===== src/playfield_pkg.sv =====
// Package with register map, field positions and hold-and-modify constants.
package playfield_pkg;
  localparam int ADDR_W = 8;
  localparam logic [7:0] OFF_MAIN = 8'h00;
  localparam logic [7:0] OFF_SCROLL = 8'h04;
  localparam logic [7:0] OFF_PRIO = 8'h08;
  localparam logic [7:0] OFF_FSTART = 8'h0C;
  localparam logic [7:0] OFF_FSTOP = 8'h10;
  localparam logic [7:0] OFF_WSTART = 8'h14;
  localparam logic [7:0] OFF_WSTOP = 8'h18;
  localparam logic [7:0] OFF_ODD_MOD = 8'h1C;
  localparam logic [7:0] OFF_EVEN_MOD = 8'h20;
  localparam logic [7:0] OFF_BACKGROUND = 8'h24;
  localparam logic [7:0] OFF_STATUS = 8'h28;
  localparam logic [7:0] OFF_PTR_BASE = 8'h40;
  localparam logic [7:0] OFF_PAL_BASE = 8'h80;
  localparam int NUM_PLANES = 6;
  localparam int NUM_PAL = 16;
  localparam int BIT_EXT_SYNC = 1;
  localparam int BIT_INTERLACE = 2;
  localparam int BIT_LIGHT_PEN = 3;
  localparam int BIT_GEN_AUDIO = 8;
  localparam int BIT_BURST = 9;
  localparam int BIT_DUAL = 10;
  localparam int BIT_HOLD = 11;
  localparam int BIT_HIGH_RESOLUTION_SELECT = 15;
  localparam int CNT_LSB = 12;
  localparam logic [2:0] CNT_FIVE = 3'h5;
  localparam logic [2:0] CNT_SIX = 3'h6;
  localparam logic [15:0] MAIN_RESET = 16'h0000;
  localparam logic [15:0] MAIN_MASK = 16'hFF0F;
  localparam logic [15:0] SCROLL_MASK = 16'h00FF;
  localparam logic [15:0] PRIO_MASK = 16'h007F;
  localparam logic [15:0] FETCH_MASK = 16'h00F8;
  localparam int PRI_BIT = 6;
  localparam logic [1:0] MOD_PALETTE = 2'h0;
  localparam logic [1:0] MOD_BLUE = 2'h1;
  localparam logic [1:0] MOD_RED = 2'h2;
  localparam logic [1:0] MOD_GREEN = 2'h3;
  localparam logic [1:0] RESP_OKAY = 2'h0;
  localparam logic [1:0] RESP_SLVERR = 2'h2;
endpackage : playfield_pkg


===== src/bitplane_playfield_control.sv =====
// Playfield control registers and hold-and-modify colour path behind AXI4-Lite.
//
// The address map and the AXI4-Lite interface to the registers were chosen for this implementation.
module bitplane_playfield_control (
  // Clock and reset.
  input wire logic aclk,
  input wire logic aresetn,
  // AXI4-Lite write address and data.
  input wire logic awvalid,
  output logic awready,
  input wire logic [playfield_pkg::ADDR_W-1:0] awaddr,
  input wire logic wvalid,
  output logic wready,
  input wire logic [31:0] wdata,
  input wire logic [3:0] wstrb,
  // AXI4-Lite write response.
  output logic bvalid,
  input wire logic bready,
  output logic [1:0] bresp,
  // AXI4-Lite read.
  input wire logic arvalid,
  output logic arready,
  input wire logic [playfield_pkg::ADDR_W-1:0] araddr,
  output logic rvalid,
  input wire logic rready,
  output logic [31:0] rdata,
  output logic [1:0] rresp,
  // Pixel input from the plane fetch.
  input wire logic pixel_valid,
  input wire logic line_start,
  input wire logic [5:0] plane_bits,
  // Pixel output and video controls.
  output logic pixel_out_valid,
  output logic [11:0] pixel_color,
  output logic hold_modify_active,
  output logic external_sync_enable,
  output logic interlace_enable,
  output logic light_pen_enable,
  output logic genlock_audio_enable,
  output logic color_burst_enable,
  output logic dual_playfield_enable,
  output logic high_resolution_select,
  output logic [2:0] active_plane_count,
  output logic [3:0] first_playfield_delay,
  output logic [3:0] second_playfield_delay,
  output logic second_playfield_priority,
  output logic [5:0] sprite_priority,
  output logic [4:0] fetch_start_h,
  output logic [4:0] fetch_stop_h,
  output logic [7:0] window_vertical_begin,
  output logic [7:0] window_horizontal_begin,
  output logic [7:0] window_vertical_end,
  output logic [7:0] window_horizontal_end,
  output logic [15:0] odd_plane_modulo,
  output logic [15:0] even_plane_modulo
);
  import playfield_pkg::*;

  logic [15:0] plane_main_control;
  logic [15:0] plane_scroll_delay;
  logic [15:0] plane_priority_control;
  logic [15:0] fetch_start_position;
  logic [15:0] fetch_stop_position;
  logic [15:0] window_start_coords;
  logic [15:0] window_stop_coords;
  logic [15:0] plane_pointer_high [NUM_PLANES];
  logic [15:0] plane_pointer_low [NUM_PLANES];
  logic [11:0] palette [NUM_PAL];
  logic [11:0] held_color;
  logic have_aw;
  logic have_w;
  logic [ADDR_W-1:0] wr_addr;
  logic [31:0] wr_data;
  logic [3:0] wr_strb;
  logic do_write;
  logic wr_hit;
  logic hold_on;
  logic [1:0] mode_bits;
  logic [3:0] low_bits;
  logic [11:0] left_color;
  logic [11:0] next_color;
  logic [31:0] next_rdata;
  logic rd_hit;
  logic [2:0] wr_plane;
  logic [2:0] rd_plane;

  // Write address and data are captured independently, in either order.
  // Each ready is registered as the value it would have after this edge.
  always_ff @(posedge aclk) begin
    if (!aresetn) begin
      have_aw <= 1'b0;
      awready <= 1'b0;
      wr_addr <= '0;
    end else if (do_write) begin
      have_aw <= 1'b0;
      awready <= 1'b0;
    end else if (awvalid && awready) begin
      have_aw <= 1'b1;
      awready <= 1'b0;
      wr_addr <= awaddr;
    end else begin
      awready <= !have_aw && !(bvalid && !bready);
    end
  end

  // Write data side.
  always_ff @(posedge aclk) begin
    if (!aresetn) begin
      have_w <= 1'b0;
      wready <= 1'b0;
      wr_data <= '0;
      wr_strb <= '0;
    end else if (do_write) begin
      have_w <= 1'b0;
      wready <= 1'b0;
    end else if (wvalid && wready) begin
      have_w <= 1'b1;
      wready <= 1'b0;
      wr_data <= wdata;
      wr_strb <= wstrb;
    end else begin
      wready <= !have_w && !(bvalid && !bready);
    end
  end

  // A write completes once both halves are held and the last response is gone.
  assign do_write = have_aw && have_w && !bvalid;

  // Writes lacking either of the two low byte strobes are refused, for every register; upper strobes are ignored.
  always_comb begin
    wr_hit = 1'b0;
    if (wr_strb[1:0] == 2'h3) begin
      if (wr_addr <= OFF_STATUS - 8'h04 && wr_addr[1:0] == 2'h0) begin
        wr_hit = 1'b1;
      end
      if (wr_addr >= OFF_PTR_BASE && wr_addr < OFF_PTR_BASE + 8'h30 && wr_addr[1:0] == 2'h0) begin
        wr_hit = 1'b1;
      end
      if (wr_addr >= OFF_PAL_BASE && wr_addr < OFF_PAL_BASE + 8'h40 && wr_addr[1:0] == 2'h0) begin
        wr_hit = 1'b1;
      end
    end
  end

  // Write response, held until it is taken.
  always_ff @(posedge aclk) begin
    if (!aresetn) begin
      bvalid <= 1'b0;
      bresp <= RESP_OKAY;
    end else if (do_write) begin
      bvalid <= 1'b1;
      bresp <= wr_hit ? RESP_OKAY : RESP_SLVERR;
    end else if (bready) begin
      bvalid <= 1'b0;
    end
  end

  // Control words; unused bits are stored as zero, except bit 0 of the main control word, which is kept as written.
  always_ff @(posedge aclk) begin
    if (!aresetn) begin
      plane_main_control <= MAIN_RESET;
      plane_scroll_delay <= '0;
      plane_priority_control <= '0;
      fetch_start_position <= '0;
      fetch_stop_position <= '0;
      window_start_coords <= '0;
      window_stop_coords <= '0;
      odd_plane_modulo <= '0;
      even_plane_modulo <= '0;
    end else if (do_write && wr_hit) begin
      case (wr_addr)
        OFF_MAIN: plane_main_control <= wr_data[15:0] & MAIN_MASK;
        OFF_SCROLL: plane_scroll_delay <= wr_data[15:0] & SCROLL_MASK;
        OFF_PRIO: plane_priority_control <= wr_data[15:0] & PRIO_MASK;
        OFF_FSTART: fetch_start_position <= wr_data[15:0] & FETCH_MASK;
        OFF_FSTOP: fetch_stop_position <= wr_data[15:0] & FETCH_MASK;
        OFF_WSTART: window_start_coords <= wr_data[15:0];
        OFF_WSTOP: window_stop_coords <= wr_data[15:0];
        OFF_ODD_MOD: odd_plane_modulo <= wr_data[15:0];
        OFF_EVEN_MOD: even_plane_modulo <= wr_data[15:0];
        default: begin
        end
      endcase
    end
  end

  // Plane pointers: high word at even slot, low word at odd slot.
  // Planes are eight bytes apart, so the plane number sits in address bits 5-3.
  assign wr_plane = wr_addr[5:3];
  assign rd_plane = araddr[5:3];
  always_ff @(posedge aclk) begin
    if (!aresetn) begin
      for (int i = 0; i < NUM_PLANES; i++) begin
        plane_pointer_high[i] <= '0;
        plane_pointer_low[i] <= '0;
      end
    end else if (do_write && wr_hit && wr_addr >= OFF_PTR_BASE && wr_addr < OFF_PAL_BASE) begin
      if (wr_addr[2] == 1'b0) begin
        plane_pointer_high[wr_plane] <= wr_data[15:0];
      end else begin
        plane_pointer_low[wr_plane] <= wr_data[15:0];
      end
    end
  end

  // Palette entries 0 to 15; entry 0 is the background.
  always_ff @(posedge aclk) begin
    if (!aresetn) begin
      for (int i = 0; i < NUM_PAL; i++) begin
        palette[i] <= '0;
      end
    end else if (do_write && wr_hit && wr_addr >= OFF_PAL_BASE) begin
      palette[wr_addr[5:2]] <= wr_data[11:0];
    end
  end

  // Read path: registers are write-only, only status and pointers read back.
  always_comb begin
    next_rdata = '0;
    rd_hit = 1'b1;
    if (araddr == OFF_STATUS) begin
      next_rdata = {19'h0, hold_on, held_color};
    end else if (araddr >= OFF_PTR_BASE && araddr < OFF_PTR_BASE + 8'h30
        && araddr[1:0] == 2'h0) begin
      if (araddr[2] == 1'b0) begin
        next_rdata = {16'h0, plane_pointer_high[rd_plane]};
      end else begin
        next_rdata = {16'h0, plane_pointer_low[rd_plane]};
      end
    end else if (araddr <= OFF_BACKGROUND && araddr[1:0] == 2'h0) begin
      next_rdata = '0;
    end else if (araddr >= OFF_PAL_BASE && araddr < OFF_PAL_BASE + 8'h40
        && araddr[1:0] == 2'h0) begin
      next_rdata = '0;
    end else begin
      rd_hit = 1'b0;
    end
  end

  // Read answer; a new address is taken only once the last answer is gone.
  always_ff @(posedge aclk) begin
    if (!aresetn) begin
      rvalid <= 1'b0;
      arready <= 1'b0;
      rdata <= '0;
      rresp <= RESP_OKAY;
    end else if (arvalid && arready) begin
      rvalid <= 1'b1;
      arready <= 1'b0;
      rdata <= next_rdata;
      rresp <= rd_hit ? RESP_OKAY : RESP_SLVERR;
    end else if (rready) begin
      rvalid <= 1'b0;
      arready <= 1'b1;
    end else begin
      arready <= !rvalid;
    end
  end

  // Hold-and-modify pixel path.
  assign hold_on = plane_main_control[BIT_HOLD] && !plane_main_control[BIT_DUAL]
    && !plane_main_control[BIT_HIGH_RESOLUTION_SELECT]
    && (plane_main_control[14:CNT_LSB] == CNT_FIVE
    || plane_main_control[14:CNT_LSB] == CNT_SIX);
  // The sixth plane counts only when six planes are enabled.
  assign mode_bits = {plane_bits[5] && (plane_main_control[14:CNT_LSB] == CNT_SIX),
    plane_bits[4]};
  assign low_bits = plane_bits[3:0];
  // The first pixel of a line has no left neighbour.
  assign left_color = line_start ? palette[0] : held_color;

  // Colour selection for one pixel.
  always_comb begin
    next_color = palette[low_bits];
    if (hold_on) begin
      case (mode_bits)
        MOD_PALETTE: next_color = palette[low_bits];
        MOD_BLUE: next_color = {left_color[11:4], low_bits};
        MOD_RED: next_color = {low_bits, left_color[7:0]};
        MOD_GREEN: next_color = {left_color[11:8], low_bits, left_color[3:0]};
        default: next_color = palette[low_bits];
      endcase
    end else begin
      case (plane_main_control[14:CNT_LSB])
        3'h0: next_color = palette[0];
        3'h1: next_color = palette[{3'h0, low_bits[0]}];
        3'h2: next_color = palette[{2'h0, low_bits[1:0]}];
        3'h3: next_color = palette[{1'h0, low_bits[2:0]}];
        default: next_color = palette[low_bits];
      endcase
    end
  end

  // Pixel register; the held colour is the left neighbour of the next pixel.
  always_ff @(posedge aclk) begin
    if (!aresetn) begin
      held_color <= '0;
      pixel_color <= '0;
      pixel_out_valid <= 1'b0;
    end else begin
      pixel_out_valid <= pixel_valid;
      if (pixel_valid) begin
        held_color <= next_color;
        pixel_color <= next_color;
      end
    end
  end

  // Registered decode of the control words onto video outputs.
  always_ff @(posedge aclk) begin
    if (!aresetn) begin
      hold_modify_active <= 1'b0;
      external_sync_enable <= 1'b0;
      interlace_enable <= 1'b0;
      light_pen_enable <= 1'b0;
      genlock_audio_enable <= 1'b0;
      color_burst_enable <= 1'b0;
      dual_playfield_enable <= 1'b0;
      high_resolution_select <= 1'b0;
      active_plane_count <= '0;
      first_playfield_delay <= '0;
      second_playfield_delay <= '0;
      second_playfield_priority <= 1'b0;
      sprite_priority <= '0;
      fetch_start_h <= '0;
      fetch_stop_h <= '0;
      window_vertical_begin <= '0;
      window_horizontal_begin <= '0;
      window_vertical_end <= '0;
      window_horizontal_end <= '0;
    end else begin
      hold_modify_active <= hold_on;
      external_sync_enable <= plane_main_control[BIT_EXT_SYNC];
      interlace_enable <= plane_main_control[BIT_INTERLACE];
      light_pen_enable <= plane_main_control[BIT_LIGHT_PEN];
      genlock_audio_enable <= plane_main_control[BIT_GEN_AUDIO];
      color_burst_enable <= plane_main_control[BIT_BURST];
      dual_playfield_enable <= plane_main_control[BIT_DUAL];
      high_resolution_select <= plane_main_control[BIT_HIGH_RESOLUTION_SELECT];
      active_plane_count <= (plane_main_control[14:CNT_LSB] == 3'h7)
        ? 3'h0 : plane_main_control[14:CNT_LSB];
      first_playfield_delay <= plane_scroll_delay[3:0];
      second_playfield_delay <= plane_scroll_delay[7:4];
      second_playfield_priority <= plane_priority_control[PRI_BIT];
      sprite_priority <= plane_priority_control[5:0];
      fetch_start_h <= fetch_start_position[7:3];
      fetch_stop_h <= fetch_stop_position[7:3];
      window_vertical_begin <= window_start_coords[15:8];
      window_horizontal_begin <= window_start_coords[7:0];
      window_vertical_end <= window_stop_coords[15:8];
      window_horizontal_end <= window_stop_coords[7:0];
    end
  end
endmodule : bitplane_playfield_control


===== config.mk =====
export PLATFORM = sky130hd
export DESIGN_NAME = bitplane_playfield_control
export DESIGN_NICKNAME = d
export VERILOG_FILES = /design/src/playfield_pkg.sv /design/src/bitplane_playfield_control.sv
export SDC_FILE = /design/constraint.sdc
export NUM_CORES = 1
export LEC_CHECK = 0
export BUFFER_PORTS_ARGS = -buffer_cell sky130_fd_sc_hd__buf_2
export CAP_MARGIN = 10
export CELL_PAD_IN_SITES_DETAIL_PLACEMENT = 1
export CELL_PAD_IN_SITES_GLOBAL_PLACEMENT = 1
export CORE_MARGIN = 1
export CORE_UTILIZATION = 30
export CTS_BUF_LIST = sky130_fd_sc_hd__clkbuf_2
export DETAILED_ROUTE_END_ITERATION = 8
export HOLD_SLACK_MARGIN = 0.08
export PLACE_DENSITY = 0.53
export SETUP_SLACK_MARGIN = 0.3
export SLEW_MARGIN = 20
export SYNTH_ARGS = -nofsm -noshare
export SYNTH_HDL_FRONTEND = slang
export SYNTH_SLANG_ARGS = --single-unit

===== constraint.sdc =====
create_clock -name aclk -period 3.4 [get_ports aclk]
set_input_delay 0 -clock aclk [delete_from_list [all_inputs] [get_ports aclk]]
set_output_delay 0 -clock aclk [all_outputs]
set_load 0.005 [all_outputs]

==> results of run 1 <==
cells in the mapped netlist, types with 6 or more instances:
cell and number:
a311oi_1 6, a211oi_1 21, buf_1 8, mux2i_1 151, o22ai_1 17, nand2b_1 17, buf_4 18, a21oi_1 50
nor2b_1 11, nor3_1 57, and2_1 45, a22oi_1 7, dfxtp_1 232, mux2_2 10, edfxtp_1 422, nor2_1 136
nand2_1 241, nand3_1 31, mux4_2 95, a21o_1 10, clkbuf_1 152, buf_2 22, o211ai_1 11, inv_1 85
a31oi_1 18, o21ai_0 44, and3_1 203
cell families (layout without fill, tap and decap cells):
group	count (synthesis)	after routing
simple gates	767	767
buf+inv	288	870
compound gates	208	208
mux	256	256
xor+xnor	2	2
other cells	1	62
flops	654	654
timing repair:
action,CTS,global route
hold buffers,185,0
setup endpoints to repair,0,15
hold endpoints to repair,1018,0
resized for setup,0,3
worst reg2reg max path, delay by kind of cell (launching register included):
kind / cells / cell delay [ns]
and+or+nand+nor: 1 / 0.59
DFF: 1 / 0.50
AOI/OAI and AO/OA: 4 / 1.39
power by group through the flow:
stage / logic [mW] / clock network, mW / registers, mW
after detailed placement: 1.06 / 0 / 8.93
after CTS: 1.23 / 5.90 / 8.75
after global placement: 1.05 / 0 / 8.92
after global routing: 1.31 / 6.24 / 8.77
after floorplan: 0.625 / 0 / 8.87
final: 1.22 / 5.67 / 8.75
through the flow:
stage               hold slack [ns]   util  instances  setup WS (ns)  instance area (um^2)
floorplan                     0.136      -       2231          0.559                 27600
global placement              0.255  0.332       3491          0.539                 30000
detailed placement            0.255  0.332       3491          0.524                 30000
CTS                          0.0836  0.371       3990          0.349                 33500
global route                  0.174  0.371       3993          0.291                 33500
finish                        0.234  0.371       3995          0.343                 33500
sequential cells by signal, indices dropped and copies added, names as in the netlist, 11 cells and up:
register,flops
odd_plane_modulo,16
window_stop_coords,16
plane_main_control,11
held_color,12
window_start_coords,16
wr_data,16
plane_pointer_low,114
palette,192
plane_pointer_high,116
rdata,16
even_plane_modulo,16
area by class of cell:
class,instances,area share
multi-input cells,1289,0.273
diodes,6,0.000448
repair buffers,468,0.108
flip-flops and latches,654,0.517
well taps,1176,0.0439
clock buffers,273,0.0408
clock inverters,41,0.00688
inverters,88,0.00986
final timing paths:
check | from | end | slack, ns | cells after the start
worst min register to register | window_start_coords[15] | window_vertical_begin[7] | 0.38 | 2
worst max-delay path | araddr[5] | rdata[2] | 0.34 | 11
worst max register to register | wr_addr[6] | palette[1][2] | 0.53 | 5
worst min-delay path | araddr[4] | rdata[14] | 0.23 | 7
per-layer routing:
layer,up-vias,part of all wire,track usage
met1,10000,0.45,0.260
met3,132,0.054,0.0455
met4,2,0.021,0.0682
met5,-,0.000076,0
met2,501,0.47,0.321
li1,8932,-,-
==> run_summary.xml, run 1 <==
<?xml version="1.0" encoding="UTF-8"?>
<metrics>
  <group name="sta">
    <metric name="slew-limit-headroom" unit="">0.239</metric>
    <metric name="setup-violations-final" unit="">0</metric>
    <metric name="finalClockSkew" unit="ns">0.132</metric>
    <metric name="finalCritPeriodShare" unit="">0.899</metric>
    <metric name="unrepaired_setup_endpoints_after_global_routing" unit="">yes</metric>
    <metric name="maxSlewViolCount" unit="">0</metric>
    <metric name="timing.setup.tns" unit="ns">0</metric>
    <metric name="fmaxAchievable" unit="MHz">327</metric>
    <metric name="final_hold_viol_count" unit="">0</metric>
    <metric name="finalCriticalPeriod" unit="ns">3.06</metric>
    <metric name="worst-slew-pin-transition" unit="ns">1.14</metric>
  </group>
  <group name="floorplanning">
    <metric name="die_area" unit="mm^2">0.0925</metric>
    <metric name="initial_core_util" unit="">0.303</metric>
    <metric name="num_io_pins" unit="">221</metric>
    <metric name="fp-row-count" unit="">110</metric>
    <metric name="dieHeight" unit="um">304</metric>
    <metric name="floorplan.core_area" unit="mm^2">0.0903</metric>
    <metric name="die_width" unit="um">304</metric>
  </group>
  <group name="run_status">
    <metric name="run_status" unit="">finished clean</metric>
  </group>
  <group name="synthesis">
    <metric name="yosys.area_share.xor_xnor" unit="">0.000640</metric>
    <metric name="synth-edff-count" unit="">422</metric>
    <metric name="synthArstFlopShare" unit="">0</metric>
    <metric name="ys_top_cells_by_area" unit="">edfxtp_1 46%, dfxtp_1 17%, mux4_2 7.8%, mux2i_1 5.5%, and3_1 4.6%</metric>
    <metric name="yosys.area_share.simple" unit="">0.138</metric>
    <metric name="synth_top_flop_cell" unit="">edfxtp_1</metric>
    <metric name="synth.ff_latch_count" unit="">654</metric>
    <metric name="synth_cell_type_count" unit="">58</metric>
    <metric name="synth_compound_gate_area_share" unit="">0.0488</metric>
    <metric name="synth_top_family_by_area" unit="">simple AND/OR/NAND/NOR gates</metric>
    <metric name="netlist.top_cell.by_area" unit="">edfxtp_1</metric>
    <metric name="synthMuxAreaShare" unit="">0.137</metric>
    <metric name="ys.warnings.count" unit="">0</metric>
    <metric name="synth-adder-area-share" unit="">0</metric>
    <metric name="yosysSeqAreaShare" unit="">0.632</metric>
    <metric name="syn_inst" unit="">2176</metric>
    <metric name="fraction_of_synthesized_cell_area_taken_by_the_top_area_cell_type" unit="">0.463</metric>
    <metric name="syn_avg_cell_area" unit="um^2">12.6</metric>
    <metric name="synth_area" unit="mm^2">0.0274</metric>
  </group>
  <group name="pwr">
    <metric name="combPwrFrac" unit="">0.078</metric>
    <metric name="p_int" unit="mW">11.3</metric>
    <metric name="pwr-share-clk" unit="">0.363</metric>
    <metric name="power.density_cell_area" unit="mW/mm^2">467</metric>
    <metric name="max-vdd-ir-drop" unit="mV">0.294</metric>
    <metric name="switching_share" unit="">0.278</metric>
    <metric name="power.switching" unit="mW">4.34</metric>
    <metric name="leakage" unit="nW">14.8</metric>
    <metric name="sequentialPowerShare" unit="">0.559</metric>
    <metric name="total_power" unit="mW">15.6</metric>
  </group>
  <group name="place">
    <metric name="port_buffers" unit="">184</metric>
    <metric name="detailed_placement_wirelength_estimate" unit="mm">59.1</metric>
    <metric name="place_congestion" unit="">0.792</metric>
  </group>
  <group name="clocking">
    <metric name="cts-root-to-sink-buffers" unit="">3</metric>
    <metric name="tritoncts" unit="">built</metric>
    <metric name="clkSinkCount" unit="">654</metric>
    <metric name="clock_tree.root_cell" unit="">clkbuf_2</metric>
    <metric name="cts_setup_buffers" unit="">0</metric>
    <metric name="worst_setup_hold_path_clk_slew" unit="ns">0.10</metric>
    <metric name="cts_made_buffers" unit="">176</metric>
    <metric name="worst_skew_pair_later_pin_latency" unit="ns">1.51</metric>
    <metric name="htree_levels" unit="">4</metric>
  </group>
  <group name="route">
    <metric name="finalWirelength" unit="mm">91.6</metric>
    <metric name="via_per_inst" unit="">4.90</metric>
    <metric name="first_iter_violations" unit="">1123</metric>
    <metric name="antenna_violating_nets_post_route" unit="">0</metric>
    <metric name="via_count" unit="">19600</metric>
    <metric name="routed_wire_length_per_instance" unit="um">22.9</metric>
    <metric name="drtPass1Iterations" unit="">5</metric>
    <metric name="route.detailed.drc" unit="">0</metric>
  </group>
  <group name="layout">
    <metric name="drive_gt1_frac" unit="">0.250</metric>
    <metric name="multi_input_gate_area_in_the_final_layout" unit="mm^2">0.00914</metric>
    <metric name="final_net_count" unit="">2744</metric>
    <metric name="final_common_cell" unit="">edfxtp_1</metric>
    <metric name="sequential_cell_area" unit="mm^2">0.0173</metric>
    <metric name="syn2layout_area_growth" unit="%">22.3</metric>
    <metric name="filler_cell_count" unit="">9883</metric>
    <metric name="layout.cells.most_common_list" unit="">422 x edfxtp_1, 273 x clkbuf_2, 241 x nand2_1</metric>
  </group>
  <group name="global_routing">
    <metric name="grt_first_pass_wirelength" unit="mm">135</metric>
    <metric name="global_route.usage.total" unit="">0.198</metric>
    <metric name="antenna_found_initial" unit="">4</metric>
    <metric name="grt_start_max_net_pins" unit="">138</metric>
    <metric name="grt_overflow" unit="">0</metric>
    <metric name="grt_pass1_vias" unit="">21100</metric>
  </group>
  <group name="critical_path">
    <metric name="cp-start-kind" unit="">input pin</metric>
    <metric name="worstPathBufferInverterCount" unit="">6</metric>
    <metric name="worst_ep_arrival_time" unit="ns">4.46</metric>
    <metric name="critical_path_max_stage_delay" unit="ns">0.88</metric>
    <metric name="critical_path.slowest_cell" unit="">dlygate4sd3_1</metric>
    <metric name="critical-path-top-cell-by-count" unit="">dlygate4sd3_1</metric>
    <metric name="critical_path.cell_chain" unit="">dlygate4sd3_1, dlygate4sd3_1, buf_2, dlygate4sd3_1, or2_2, o22ai_1, dlygate4sd3_1, a311oi_1, dlygate4sd3_1, a21oi_1, a21oi_1</metric>
    <metric name="timing_worst_setup_path_type" unit="">in -&gt; reg</metric>
    <metric name="required" unit="ns">4.80</metric>
    <metric name="crit_path_max_fanout" unit="">10</metric>
    <metric name="cp-end-kind" unit="">register</metric>
    <metric name="path_delay_family" unit="">buffers and inverters</metric>
  </group>
  <group name="run">
    <metric name="cap_viol_max_count" unit="">0</metric>
  </group>
  <group name="worst_hold_path">
    <metric name="hold_class" unit="">in -&gt; reg</metric>
  </group>
</metrics>
(Power assumes the default switching activity.)
==> run 2, diff against run 1 <==
Settings changed: CAP_MARGIN 10 to 25, CORE_MARGIN 1 to 2.
==> run 2 against run 1 <==
Against the previous run:
- worst hold slack better by 0.013 ns
- non-clock buffer count down 8
- combinational power about the same
- clock power up 2%
- utilization about the same
- sequential power about the same
- global-route usage down 0.23 points
==> run_summary.xml, run 2 (same netlist as run 1, synthesis figures left out) <==
<?xml version="1.0" encoding="UTF-8"?>
<metrics>
  <group name="layout">
    <metric name="largest-register" unit="">palette</metric>
    <metric name="drive_gt1_frac" unit="">0.246</metric>
    <metric name="filler_cell_count" unit="">9887</metric>
    <metric name="largest_register_ff_count" unit="">192</metric>
    <metric name="syn2layout_area_growth" unit="%">22.3</metric>
    <metric name="final_common_cell" unit="">edfxtp_1</metric>
    <metric name="layoutNonFillerInstCount" unit="">3994</metric>
    <metric name="final_net_count" unit="">2740</metric>
    <metric name="largest_registers" unit="">palette (192), plane_pointer_high (116), plane_pointer_low (114)</metric>
    <metric name="layout.cells.most_common_list" unit="">422 x edfxtp_1, 267 x clkbuf_2, 241 x nand2_1</metric>
  </group>
  <group name="floorplanning">
    <metric name="floorplan.core_area" unit="mm^2">0.0903</metric>
    <metric name="die_area" unit="mm^2">0.0937</metric>
    <metric name="initial_core_util" unit="">0.303</metric>
    <metric name="dieHeight" unit="um">306</metric>
    <metric name="fp-row-count" unit="">110</metric>
    <metric name="die_width" unit="um">306</metric>
    <metric name="num_io_pins" unit="">221</metric>
  </group>
  <group name="route">
    <metric name="via_per_inst" unit="">4.90</metric>
    <metric name="route.detailed.drc" unit="">0</metric>
    <metric name="finalWirelength" unit="mm">92.1</metric>
    <metric name="first_iter_violations" unit="">1235</metric>
    <metric name="antenna_violating_nets_post_route" unit="">0</metric>
    <metric name="drtPass1Iterations" unit="">5</metric>
    <metric name="routed_wire_length_per_instance" unit="um">23.1</metric>
    <metric name="via_count" unit="">19600</metric>
  </group>
  <group name="sta">
    <metric name="final_hold_viol_count" unit="">0</metric>
    <metric name="worst-slew-pin-transition" unit="ns">1.04</metric>
    <metric name="slew-limit-headroom" unit="">0.305</metric>
    <metric name="worst_hold_slack" unit="ns">0.247</metric>
    <metric name="timing.setup.tns" unit="ns">0</metric>
    <metric name="fmaxAchievable" unit="MHz">333</metric>
    <metric name="setup-violations-final" unit="">0</metric>
    <metric name="finalCritPeriodShare" unit="">0.882</metric>
    <metric name="finalClockSkew" unit="ns">0.112</metric>
    <metric name="maxSlewViolCount" unit="">0</metric>
    <metric name="unrepaired_setup_endpoints_after_global_routing" unit="">yes</metric>
    <metric name="finalCriticalPeriod" unit="ns">3.00</metric>
  </group>
  <group name="pwr">
    <metric name="sequentialPowerShare" unit="">0.556</metric>
    <metric name="pwr-share-clk" unit="">0.367</metric>
    <metric name="p_int" unit="mW">11.3</metric>
    <metric name="combPwrFrac" unit="">0.077</metric>
    <metric name="leakage" unit="nW">14.8</metric>
    <metric name="power.density_cell_area" unit="mW/mm^2">470</metric>
    <metric name="max-vdd-ir-drop" unit="mV">0.275</metric>
    <metric name="switching_share" unit="">0.280</metric>
    <metric name="power.switching" unit="mW">4.40</metric>
  </group>
  <group name="run">
    <metric name="cap_viol_max_count" unit="">0</metric>
  </group>
  <group name="critical_path">
    <metric name="cp-start-kind" unit="">input pin</metric>
    <metric name="crit_path_max_fanout" unit="">45</metric>
    <metric name="required" unit="ns">4.63</metric>
    <metric name="timing_worst_setup_path_type" unit="">in -&gt; reg</metric>
    <metric name="worst_ep_arrival_time" unit="ns">4.23</metric>
    <metric name="r2r_setup_slack" unit="ns">0.47</metric>
    <metric name="cp-end-kind" unit="">register</metric>
  </group>
  <group name="place">
    <metric name="detailed_placement_wirelength_estimate" unit="mm">59.2</metric>
    <metric name="port_buffers" unit="">184</metric>
    <metric name="place_congestion" unit="">0.790</metric>
    <metric name="placed_cells" unit="">3483</metric>
  </group>
  <group name="global_routing">
    <metric name="grt_pass1_vias" unit="">20900</metric>
    <metric name="antenna_found_initial" unit="">4</metric>
    <metric name="grt_first_pass_wirelength" unit="mm">135</metric>
    <metric name="grt_overflow" unit="">0</metric>
    <metric name="global_route.usage.total" unit="">0.196</metric>
    <metric name="grt_start_max_net_pins" unit="">140</metric>
  </group>
  <group name="clocking">
    <metric name="cts_setup_buffers" unit="">0</metric>
    <metric name="cts-root-to-sink-buffers" unit="">3</metric>
    <metric name="cts_made_buffers" unit="">180</metric>
    <metric name="worst_skew_pair_later_pin_latency" unit="ns">1.46</metric>
    <metric name="clkSinkCount" unit="">654</metric>
    <metric name="clock_tree.root_cell" unit="">clkbuf_2</metric>
    <metric name="worst_setup_hold_path_clk_slew" unit="ns">0.10</metric>
    <metric name="tritoncts" unit="">built</metric>
    <metric name="htree_levels" unit="">4</metric>
  </group>
  <group name="run_status">
    <metric name="run_status" unit="">finished clean</metric>
  </group>
  <group name="worst_hold_path">
    <metric name="hold_class" unit="">in -&gt; reg</metric>
  </group>
</metrics>
## run 2: worst max-delay path, stage by stage
cell and delay, ns:
dlygate4sd3_1 0.52, dlygate4sd3_1 0.58, buf_6 0.48, buf_12 0.27, mux4_2 0.51, nand2_1 0.07, dlygate4sd3_1 0.54, nand3_1 0.10
dlygate4sd3_1 0.64, a31oi_1 0.36, a31oi_1 0.13
## run 2: final timing paths
kind,start,to,cells past startpoint
max,plane_bits[0],held_color[9],11
min,plane_bits[2],held_color[4],6
max reg2reg,palette[0][10],held_color[10],7
min reg2reg,window_start_coords[15],window_vertical_begin[7],2
## run 2: metal layers
layer | global-route usage | wire, um | up-vias
met5 | 0 | 0 | -
met4 | 0.0630 | 2080 | 0
met3 | 0.0466 | 5370 | 135
met2 | 0.317 | 43300 | 583
met1 | 0.259 | 41400 | 9899
li1 | - | - | 8939
## run 2: stage by stage
stage / total power [mW] / instance area (um^2) / setup slack (ns) / util
CTS: 15.9 / 33500 / 0.338 / 0.371
detailed placement: 9.99 / 30000 / 0.464 / 0.332
finish: 15.7 / 33500 / 0.401 / 0.371
global route: 16.5 / 33500 / 0.287 / 0.371
floorplan: 9.49 / 27600 / 0.559 / -
global placement: 9.96 / 30000 / 0.528 / 0.332
## run 2: cell type report
cell class | count | area, um^2 | area share
inverters | 88 | 330 | 0.00986
multi-input cells | 1289 | 9140 | 0.273
clock buffers | 267 | 1340 | 0.0399
well taps | 1176 | 1470 | 0.0439
diodes | 3 | 7.51 | 0.000224
clock inverters | 57 | 312 | 0.00930
repair buffers | 460 | 3570 | 0.107
flip-flops and latches | 654 | 17300 | 0.517
## run 2: timing repair
| action | CTS | global route |
|---|---|---|
| endpoints found under the setup margin | 0 | 7 |
| endpoints found under the hold margin | 989 | 0 |
| resized for setup | 0 | 4 |
| hold buffers | 184 | 0 |
## run 2: power groups by stage
| stage | Combinational [mW] | Clock, mW | Sequential (mW) |
|---|---|---|---|
| after floorplan | 0.625 | 0 | 8.87 |
| after global placement | 1.04 | 0 | 8.92 |
| after detailed placement | 1.05 | 0 | 8.94 |
| after CTS | 1.22 | 5.98 | 8.75 |
| after global routing | 1.31 | 6.40 | 8.78 |
| final | 1.21 | 5.78 | 8.75 |
